==> config.mk <==
export PLATFORM = sky130hd
export DESIGN_NAME = tcml_top
export DESIGN_NICKNAME = d
export VERILOG_FILES = /design/src/pkg/tcml_pkg.sv /design/src/design/tcml_top.sv
export SDC_FILE = /design/constraint.sdc
export NUM_CORES = 1
export LEC_CHECK = 0
export BUFFER_PORTS_ARGS = -buffer_cell sky130_fd_sc_hd__buf_2
export CELL_PAD_IN_SITES_DETAIL_PLACEMENT = 1
export CELL_PAD_IN_SITES_GLOBAL_PLACEMENT = 2
export CORE_MARGIN = 2
export CORE_UTILIZATION = 34
export DETAILED_ROUTE_END_ITERATION = 7
export HOLD_SLACK_MARGIN = 0.05
export PLACE_DENSITY = 0.85
export SETUP_SLACK_MARGIN = 0.5
export SLEW_MARGIN = 20
export SYNTH_ARGS = -nofsm -noshare
export SYNTH_HDL_FRONTEND = slang
export SYNTH_SLANG_ARGS = --single-unit
==> constraint.sdc <==
create_clock -name pclk -period 3.5 [get_ports pclk]
set_clock_uncertainty 0.05 [all_clocks]
set_input_delay 0.7 -clock pclk [delete_from_list [all_inputs] [get_ports pclk]]
set_output_delay 0.7 -clock pclk [all_outputs]
set_load 0.1 [all_outputs]
==> src/pkg/tcml_pkg.sv <==
/*
 * Shared constants and types for the three-channel down-counter block:
 * register offsets, control word fields, mode and access format codes,
 * count limits and the packed state of one channel.
 * Assumes a 32-bit APB with byte addresses and one register per aligned word.
 */
package tcml_pkg;
    // =========================================================
    // Register offsets
    localparam logic [11:0] TCML_ADDR_COUNT0 = 12'h000;
    localparam logic [11:0] TCML_ADDR_COUNT1 = 12'h004;
    localparam logic [11:0] TCML_ADDR_COUNT2 = 12'h008;
    localparam logic [11:0] TCML_ADDR_CTRL = 12'h00c;
    localparam logic [1:0] TCML_IDX_CTRL = 2'h3;
    localparam logic [1:0] TCML_SEL_ILLEGAL = 2'h3;
    // =========================================================
    // Control word field positions
    localparam int TCML_SEL_POS = 6;
    localparam int TCML_FMT_POS = 4;
    localparam int TCML_MODE_POS = 1;
    localparam int TCML_BCD_POS = 0;
    // =========================================================
    // Count limits and reset values
    localparam logic [16:0] TCML_CNT_MAX = 17'h10000;
    localparam logic [16:0] TCML_CNT_MAX_SQ = 17'h10001;
    localparam logic [16:0] TCML_CNT_ONE = 17'h00001;
    localparam logic [16:0] TCML_CNT_TWO = 17'h00002;
    localparam logic [16:0] TCML_CNT_RESET = 17'h00000;
    localparam logic [15:0] TCML_RELOAD_RESET = 16'h0000;
    localparam logic [7:0] TCML_RDATA_RESET = 8'h00;

    // Operating modes
    typedef enum logic [2:0] {
        TCML_M_TC = 3'b000,
        TCML_M_ONESHOT = 3'b001,
        TCML_M_RATE = 3'b010,
        TCML_M_SQUARE = 3'b011,
        TCML_M_SW_STROBE = 3'b100,
        TCML_M_HW_STROBE = 3'b101
    } tcml_mode_e;

    // Access formats
    typedef enum logic [1:0] {
        TCML_F_LATCH = 2'b00,
        TCML_F_LSB = 2'b01,
        TCML_F_MSB = 2'b10,
        TCML_F_BOTH = 2'b11
    } tcml_fmt_e;

    // One counter channel
    typedef struct packed {
        tcml_mode_e mode;
        logic bcd;
        tcml_fmt_e fmt;
        logic [16:0] cnt;
        logic [15:0] reload;
        logic [15:0] latch;
        logic latched;
        logic rd_msb;
        logic wr_msb;
        logic load_pend;
        logic armed;
        logic out;
        logic gate_q;
        logic clk_q;
    } tcml_chan_s;

    // Whole block state
    typedef struct packed {
        tcml_chan_s [2:0] ch;
        logic rdy;
        logic err;
        logic [7:0] rdata;
    } tcml_state_s;
endpackage

==> src/design/tcml_top.sv <==
/*
 * Three independent 16-bit down-counters with six waveform modes,
 * programmed through an APB slave (count registers and control word).
 * Assumes count clock and gate inputs synchronous to pclk and slower than it.
 */
`timescale 1ns/1ps
`default_nettype none
module tcml_top
    import tcml_pkg::*;
(
    input wire logic pclk,
    input wire logic presetn,
    input wire logic psel,
    input wire logic penable,
    input wire logic pwrite,
    input wire logic [11:0] paddr,
    input wire logic [31:0] pwdata,
    output logic [31:0] prdata,
    output logic pready,
    output logic pslverr,
    input wire logic [2:0] count_clock_in,
    input wire logic [2:0] count_gate_in,
    output logic [2:0] counter_wave_out
);
    // =========================================================
    // Helper functions
    // Decimal decrement over four decades with borrow
    function automatic logic [15:0] tcml_bcd_dec(input logic [15:0] v);
        logic [15:0] r;
        logic borrow;
        r = v;
        borrow = 1'b1;
        for (int k = 0; k < 4; k++) begin
            if (borrow) begin
                if (v[4*k+:4] == 4'h0) begin
                    r[4*k+:4] = 4'h9;
                end else begin
                    r[4*k+:4] = v[4*k+:4] - 4'h1;
                    borrow = 1'b0;
                end
            end
        end
        return r;
    endfunction

    // One step down, binary or decimal
    function automatic logic [16:0] tcml_dec(input logic [16:0] c, input logic b);
        logic [15:0] d;
        d = b ? tcml_bcd_dec(c[15:0]) : c[15:0] - 16'h0001;
        return {1'b0, d};
    endfunction

    // Effective count from the reload value
    function automatic logic [16:0] tcml_eff(input logic [15:0] r, input tcml_mode_e m);
        logic [16:0] e;
        e = {1'b0, r};
        if (r == 16'h0000) begin
            e = TCML_CNT_MAX;
        end else if (m == TCML_M_SQUARE && {1'b0, r} == TCML_CNT_ONE) begin
            e = TCML_CNT_MAX_SQ;
        end
        return e;
    endfunction

    // Register byte seen by a read
    function automatic logic [7:0] tcml_rbyte(input tcml_chan_s c);
        logic [15:0] v;
        logic [7:0] b;
        v = c.latched ? c.latch : c.cnt[15:0];
        b = v[7:0];
        if (c.fmt == TCML_F_MSB || (c.fmt == TCML_F_BOTH && c.rd_msb)) begin
            b = v[15:8];
        end
        return b;
    endfunction

    // =========================================================
    // State
    tcml_state_s st_reg;
    tcml_state_s st_next;
    logic take;
    logic addr_ok;
    logic [1:0] idx;
    logic [2:0] cedge;

    // Bus qualifiers
    assign take = psel & penable & st_reg.rdy;
    assign addr_ok = (paddr[11:4] == 8'h00) && (paddr[1:0] == 2'b00);
    assign idx = paddr[3:2];

    // Count clock rising edges, one per channel
    genvar g;
    generate
        for (g = 0; g < 3; g++) begin : g_edge
            assign cedge[g] = count_clock_in[g] & ~st_reg.ch[g].clk_q;
        end
    endgenerate

    // =========================================================
    // Next state
    always_comb begin
        tcml_chan_s c;
        logic rise;
        logic [16:0] d;
        logic [16:0] n;
        c = st_reg.ch[0];
        rise = 1'b0;
        d = TCML_CNT_RESET;
        n = TCML_CNT_RESET;
        st_next = st_reg;
        st_next.rdy = psel & penable & ~st_reg.rdy;
        st_next.err = 1'b0;
        for (int i = 0; i < 3; i++) begin
            c = st_reg.ch[i];
            c.clk_q = count_clock_in[i];
            n = tcml_eff(c.reload, c.mode);
            if (cedge[i]) begin
                rise = count_gate_in[i] & ~c.gate_q;
                c.gate_q = count_gate_in[i];
                d = tcml_dec(c.cnt, c.bcd);
                case (c.mode)
                    TCML_M_TC, TCML_M_SW_STROBE: begin
                        if (c.mode == TCML_M_SW_STROBE && rise && c.armed) begin
                            c.load_pend = 1'b1;
                        end
                        if (c.load_pend) begin
                            c.cnt = n;
                            c.load_pend = 1'b0;
                            c.armed = 1'b1;
                        end else if (c.mode == TCML_M_SW_STROBE && !c.out) begin
                            c.out = 1'b1;
                        end else if (c.armed && count_gate_in[i]) begin
                            c.cnt = d;
                            if (d == TCML_CNT_RESET) begin
                                if (c.mode == TCML_M_TC) begin
                                    c.out = 1'b1;
                                end else begin
                                    c.out = 1'b0;
                                    c.armed = 1'b0;
                                end
                            end
                        end
                    end
                    TCML_M_ONESHOT, TCML_M_HW_STROBE: begin
                        if (rise) begin
                            c.cnt = n;
                            c.armed = 1'b1;
                            if (c.mode == TCML_M_ONESHOT) begin
                                c.out = 1'b0;
                            end else begin
                                c.out = 1'b1;
                            end
                        end else if (c.mode == TCML_M_HW_STROBE && !c.out) begin
                            c.out = 1'b1;
                        end else if (c.armed) begin
                            c.cnt = d;
                            if (d == TCML_CNT_RESET) begin
                                c.armed = 1'b0;
                                c.out = (c.mode == TCML_M_ONESHOT);
                            end
                        end
                    end
                    TCML_M_RATE: begin
                        if (rise || (c.load_pend && count_gate_in[i])) begin
                            c.cnt = n;
                            c.load_pend = 1'b0;
                            c.armed = 1'b1;
                            c.out = 1'b1;
                        end else if (c.armed && count_gate_in[i]) begin
                            if (c.cnt == TCML_CNT_ONE) begin
                                c.cnt = n;
                                c.out = 1'b1;
                            end else begin
                                c.cnt = d;
                                c.out = (d != TCML_CNT_ONE);
                            end
                        end
                    end
                    default: begin
                        if (rise || (c.load_pend && count_gate_in[i])) begin
                            c.cnt = (n + TCML_CNT_ONE) & ~TCML_CNT_ONE;
                            c.load_pend = 1'b0;
                            c.armed = 1'b1;
                            c.out = 1'b1;
                        end else if (c.armed && count_gate_in[i]) begin
                            if (c.cnt <= TCML_CNT_TWO) begin
                                c.out = ~c.out;
                                if (c.out) begin
                                    c.cnt = (n + TCML_CNT_ONE) & ~TCML_CNT_ONE;
                                end else begin
                                    c.cnt = n & ~TCML_CNT_ONE;
                                end
                            end else begin
                                c.cnt = c.cnt - TCML_CNT_TWO;
                            end
                        end
                    end
                endcase
            end
            // Low gate in modes 2 and 3 forces the output high
            if ((c.mode == TCML_M_RATE || c.mode == TCML_M_SQUARE) && !count_gate_in[i]) begin
                c.out = 1'b1;
                c.armed = 1'b0;
            end
            // Bus access to this channel
            if (take && addr_ok && pwrite && idx == TCML_IDX_CTRL &&
                pwdata[TCML_SEL_POS+:2] == i[1:0]) begin
                if (pwdata[TCML_FMT_POS+:2] == TCML_F_LATCH) begin
                    if (!c.latched) begin
                        c.latch = st_reg.ch[i].cnt[15:0];
                        c.latched = 1'b1;
                    end
                end else begin
                    c.fmt = tcml_fmt_e'(pwdata[TCML_FMT_POS+:2]);
                    c.bcd = pwdata[TCML_BCD_POS];
                    if (pwdata[TCML_MODE_POS+1]) begin
                        c.mode = tcml_mode_e'({1'b0, pwdata[TCML_MODE_POS+:2]});
                    end else begin
                        c.mode = tcml_mode_e'(pwdata[TCML_MODE_POS+:3]);
                    end
                    c.cnt = TCML_CNT_RESET;
                    c.out = (c.mode != TCML_M_TC);
                    c.load_pend = 1'b0;
                    c.armed = 1'b0;
                    c.latched = 1'b0;
                    c.rd_msb = 1'b0;
                    c.wr_msb = 1'b0;
                end
            end else if (take && addr_ok && idx == i[1:0]) begin
                if (pwrite) begin
                    if (c.fmt == TCML_F_BOTH && !c.wr_msb) begin
                        c.reload[7:0] = pwdata[7:0];
                        c.wr_msb = 1'b1;
                        if (c.mode == TCML_M_TC) begin
                            c.armed = 1'b0;
                            c.load_pend = 1'b0;
                        end
                    end else begin
                        if (c.fmt == TCML_F_MSB || c.fmt == TCML_F_BOTH) begin
                            c.reload[15:8] = pwdata[7:0];
                        end else begin
                            c.reload[15:8] = 8'h00;
                        end
                        if (c.fmt == TCML_F_LSB) begin
                            c.reload[7:0] = pwdata[7:0];
                        end else if (c.fmt == TCML_F_MSB) begin
                            c.reload[7:0] = 8'h00;
                        end
                        c.wr_msb = 1'b0;
                        if (c.mode == TCML_M_TC || c.mode == TCML_M_SW_STROBE) begin
                            c.armed = 1'b0;
                            c.load_pend = 1'b1;
                            c.out = (c.mode != TCML_M_TC);
                        end else if (c.mode == TCML_M_RATE || c.mode == TCML_M_SQUARE) begin
                            c.load_pend = ~c.armed;
                        end
                    end
                end else begin
                    if (c.fmt != TCML_F_BOTH || c.rd_msb) begin
                        c.latched = 1'b0;
                    end
                    if (c.fmt == TCML_F_BOTH) begin
                        c.rd_msb = ~c.rd_msb;
                    end
                end
            end
            st_next.ch[i] = c;
        end
        // Read data and error, ready for the completing edge
        if (psel && penable && !st_reg.rdy) begin
            st_next.rdata = TCML_RDATA_RESET;
            st_next.err = ~addr_ok;
            if (addr_ok && !pwrite && idx != TCML_IDX_CTRL) begin
                st_next.rdata = tcml_rbyte(st_reg.ch[idx]);
            end
        end
    end

    // Registered state
    always_ff @(posedge pclk or negedge presetn) begin
        if (!presetn) begin
            st_reg <= '0;
        end else begin
            st_reg <= st_next;
        end
    end

    // Outputs straight from state
    assign prdata = {24'h000000, st_reg.rdata};
    assign pready = st_reg.rdy;
    assign pslverr = st_reg.err;
    assign counter_wave_out = {st_reg.ch[2].out, st_reg.ch[1].out, st_reg.ch[0].out};

    logic cw0;
    logic cnt0_wr;
    assign cw0 = take && addr_ok && pwrite && idx == TCML_IDX_CTRL &&
        pwdata[TCML_SEL_POS+:2] == 2'b00 && pwdata[TCML_FMT_POS+:2] != TCML_F_LATCH;
    assign cnt0_wr = take && addr_ok && pwrite && idx == 2'b00;
endmodule
`default_nettype wire

==> impl_metrics.prom <==
# TYPE chip_impl_metric gauge
chip_impl_info{name="run_status",value="finished, violations left"} 1
chip_impl_info{name="violated_checks",value="negative setup slack"} 1
chip_impl_metric{name="cts.sink_count",unit=""} 199
chip_impl_metric{name="viasPerCell",unit=""} 6.47
chip_impl_metric{name="post_synth_xor_area_fraction",unit="%"} 5.54
chip_impl_metric{name="fmax",unit="MHz"} 281
chip_impl_metric{name="gr_overflow_total",unit=""} 0
chip_impl_metric{name="timing.critical_path.required",unit="ns"} 3.83
chip_impl_metric{name="port_buffers",unit=""} 43
chip_impl_metric{name="power.ir.vdd_worst",unit="V"} 0.000368
chip_impl_metric{name="io_pins",unit=""} 92
chip_impl_metric{name="synth_enable_flop_cells",unit=""} 0
chip_impl_info{name="worst_setup_path_start_kind",value="flip-flop"} 1
chip_impl_metric{name="core_area",unit="mm^2"} 0.0549
chip_impl_metric{name="floorplan.die.height",unit="um"} 239
chip_impl_info{name="tritoncts",value="built"} 1
chip_impl_metric{name="maximum_level_of_the_cts_h_tree",unit=""} 4
chip_impl_metric{name="track_usage",unit="%"} 31.2
chip_impl_metric{name="placed_cells_incl_taps",unit=""} 3305
chip_impl_metric{name="synth.yosys.seq_area_share",unit="%"} 26.5
chip_impl_metric{name="die_area",unit="mm^2"} 0.0572
chip_impl_metric{name="largest_driver_fanout_on_the_critical_path",unit=""} 4
chip_impl_metric{name="grt_max_degree",unit=""} 63
chip_impl_metric{name="fin_util",unit="%"} 41.5
chip_impl_metric{name="final_worst_path_cycle_share",unit="%"} 102
chip_impl_info{name="dominant_combinational_cell_family_by_area_after_synthesis",value="compound AO/OA/AOI/OAI gates"} 1
chip_impl_info{name="top_library_cells_by_usage_in_the_layout_fill_and_taps_aside",value="nand2_1 (327), buf_4 (287), nor2_1 (232), o21ai_0 (222), a21oi_1 (188)"} 1
chip_impl_metric{name="synth.top_cell.area_share",unit="%"} 26.5
chip_impl_info{name="hp-class",value="in2async"} 1
chip_impl_metric{name="p_leak",unit="nW"} 9.11
chip_impl_info{name="synth-main-ff-cell",value="dfrtp_1"} 1
chip_impl_metric{name="synth.distinct_cells",unit=""} 90
chip_impl_metric{name="synth_area_in_compound_gates",unit="%"} 28.3
chip_impl_metric{name="finalWorstPathRequiredPeriod",unit="ns"} 3.56
chip_impl_info{name="top_layer_used",value="met4"} 1
chip_impl_metric{name="worstPathArrival",unit="ns"} 3.89
chip_impl_metric{name="detail_route.first_pass.iterations",unit=""} 5
chip_impl_info{name="worstReg2RegEnd",value="counter_wave_out[2]$_DFF_PN0_"} 1
chip_impl_info{name="top_area_cells_in_the_synthesized_netlist",value="dfrtp_1 (26%), nand2_1 (6.7%), o21ai_0 (6.5%), a21oi_1 (5.3%), nor2_1 (4.8%)"} 1
chip_impl_metric{name="routed_wirelength",unit="mm"} 90.3
chip_impl_metric{name="syn2layout_area_growth",unit="%"} 21.0
chip_impl_metric{name="number_of_nets_at_the_end_of_the_flow",unit=""} 2751
chip_impl_metric{name="number_of_antenna_violations_at_the_first_check_in_global_routing",unit=""} 0
chip_impl_metric{name="placement_rows",unit=""} 86
chip_impl_metric{name="final-hold-violation-count",unit=""} 0
chip_impl_metric{name="drt.antenna.violating_nets",unit=""} 0
chip_impl_metric{name="rr_worst_depth",unit=""} 13
chip_impl_metric{name="max_slew_headroom_at_the_worst_pin",unit="%"} 35.6
chip_impl_metric{name="synthSimpleGateAreaFrac",unit="%"} 24.0
chip_impl_metric{name="dieWidth",unit="um"} 239
chip_impl_metric{name="route.layer.met1.wl",unit="mm"} 37.5
chip_impl_metric{name="post_dp_hpwl",unit="mm"} 65.8
chip_impl_metric{name="setup_viol_count_final",unit=""} 1
chip_impl_metric{name="insertion_delay",unit="ns"} 0.51
chip_impl_metric{name="clkSlewWorstSetupHoldPaths",unit="ns"} 0.08
chip_impl_metric{name="flops_latches_synth",unit=""} 199
chip_impl_metric{name="average_routed_wire_per_standard_cell",unit="um"} 26.6
chip_impl_metric{name="detailroute.wirelength.met2",unit="mm"} 41.6
chip_impl_metric{name="synth.cell_area",unit="mm^2"} 0.0188
chip_impl_metric{name="detail_route.iter0.violations",unit=""} 2366
chip_impl_info{name="netlist.top_cell.by_area",value="dfrtp_1"} 1
chip_impl_metric{name="ff2ff_setup_slack",unit="ns"} -0.06
chip_impl_metric{name="grt_first_pass_wirelength",unit="mm"} 136
chip_impl_metric{name="synthesis_warnings",unit=""} 0
chip_impl_info{name="end_kind",value="flip-flop"} 1
chip_impl_metric{name="gpl.final_weighted_congestion",unit=""} 0.973
chip_impl_metric{name="worst_slew_pin_slew",unit="ns"} 0.963
chip_impl_metric{name="vias",unit=""} 22000
chip_impl_metric{name="vias_in_the_first_global_route",unit=""} 22100
chip_impl_metric{name="synth_async_sr_flop_share",unit="%"} 100
chip_impl_metric{name="power_density",unit="mW/mm^2"} 373
chip_impl_metric{name="totalPowerFinal",unit="mW"} 8.48
chip_impl_metric{name="final_count_of_pins_violating_max_slew",unit=""} 0
chip_impl_info{name="timing.setup.critical_path_class",value="reg2reg"} 1
chip_impl_metric{name="largest_reg_flops",unit=""} 186
chip_impl_metric{name="synthCells",unit=""} 2571
chip_impl_metric{name="final_critical_path_setup_slack",unit="ns"} -0.0575
chip_impl_metric{name="final_cell_count_no_fill",unit=""} 3396
chip_impl_metric{name="synth.mux.area_fraction",unit="%"} 6.91
chip_impl_info{name="rsz0062_at_grt",value="true"} 1
chip_impl_metric{name="met3_wirelength",unit="mm"} 7.19
chip_impl_info{name="layout_commonest_cell",value="nand2_1"} 1
chip_impl_metric{name="starting_density",unit="%"} 34.3
chip_impl_metric{name="drive_above_1_share",unit="%"} 23.3
chip_impl_metric{name="share_of_synthesized_cell_area_in_full_adder_half_adder_and_majority_cells",unit="%"} 1.20
chip_impl_metric{name="numCtsBuffers",unit=""} 17
chip_impl_info{name="critical_path.reg2reg.startpoint",value="st_reg[176]$_DFF_PN0_"} 1
chip_impl_metric{name="cap_violations",unit=""} 0
chip_impl_metric{name="drcViolationCount",unit=""} 0
chip_impl_metric{name="max-clock-path-buffers",unit=""} 2
chip_impl_metric{name="synth_area_per_cell",unit="um^2"} 7.31
chip_impl_info{name="cts-root-buf",value="clkbuf_16"} 1
-- synthesized netlist by cell type (all sizes together), types with 16 or more instances --
cell type / number
inv: 49
o21ai: 251
nand4: 25
nor2: 239
o211ai: 25
and2: 24
dfrtp: 199
a2111oi: 17
nor4: 36
or3: 22
o221ai: 40
and3: 19
nand2b: 23
or2: 16
nand3: 73
ha: 18
o22ai: 32
mux2: 52
a221oi: 30
xnor2: 76
nor3: 71
buf: 58
or4: 16
a21oi: 198
xor2: 43
a22oi: 32
clkbuf: 231
nor2b: 22
mux2i: 51
a211oi: 35
a31oi: 30
nand2: 334
-- cells by family after synthesis --
group	count (synthesis)
xor+xnor	119
simple gates	956
compound gates	828
fa+ha+maj	18
buf+inv	338
other cells	1
flops	199
mux	112
-- worst max path at each step --
stage / endpoint / from
final: counter_wave_out[2]$_DFF_PN0_ / st_reg[176]$_DFF_PN0_
after global routing: counter_wave_out[2]$_DFF_PN0_ / st_reg[177]$_DFF_PN0_
after CTS: counter_wave_out[2]$_DFF_PN0_ / st_reg[180]$_DFF_PN0_
after detailed placement: counter_wave_out[2]$_DFF_PN0_ / st_reg[178]$_DFF_PN0_
after global placement: counter_wave_out[2]$_DFF_PN0_ / st_reg[177]$_DFF_PN0_
after floorplan: counter_wave_out[2]$_DFF_PN0_ / st_reg[176]$_DFF_PN0_
-- metal layers --
layer	GRT usage [%]	up-vias
met1	41.4	11000
met5	0	-
met2	49.6	1142
li1	-	9523
met4	14.2	0
met3	5.24	274
-- worst max-delay path, cell delays in order, from the launching register on --
cell and delay (ns):
dfrtp_1 0.39, inv_4 0.06, ha_4 0.18, buf_4 0.14, and3b_1 0.21, nor3_1 0.23
a21oi_1 0.16, or4_4 0.57, nor4_4 0.39, buf_4 0.19, nand3b_1 0.15, or4b_4 0.56
nand3_4 0.08, a211oi_1 0.07
-- per-stage QoR --
step           cell area (um^2)  hold WS [ns]  setup TNS, ns  setup slack, ns
4_1_cts                   22000         0.113              0           0.0636
2_1_floorplan             19000         0.354              0            0.121
5_1_grt                   22800         0.119         -0.102           -0.102
3_3_place_gp              20900         0.415        -0.0917          -0.0917
3_5_place_dp              20900         0.426         -0.146           -0.146
6_report                  22800        0.0877        -0.0575          -0.0575
-- report_power, final --
group          internal, mW  leakage, nW  switching (mW)
registers              2.42         2.59           0.140
clock network          1.07        0.295            1.12
logic                  1.38         6.22            2.36
-- final cells by class --
type                    instances  area [um^2]
diodes                          1         2.50
clock buffers                  20          467
clock inverters                12          128
fillers                      6742        32100
inverters                      49          191
multi-input cells            2057        13400
flip-flops and latches        199         5000
well taps                     704          881
repair buffers                354         2720
-- what timing repair did --
action,in CTS,in global routing
hold buffers,0,0
endpoints found under the setup margin,37,47
pin swaps,22,76
gates resized for setup,80,131
setup buffers,27,31
Note: power is estimated with default switching activity, not from simulation.
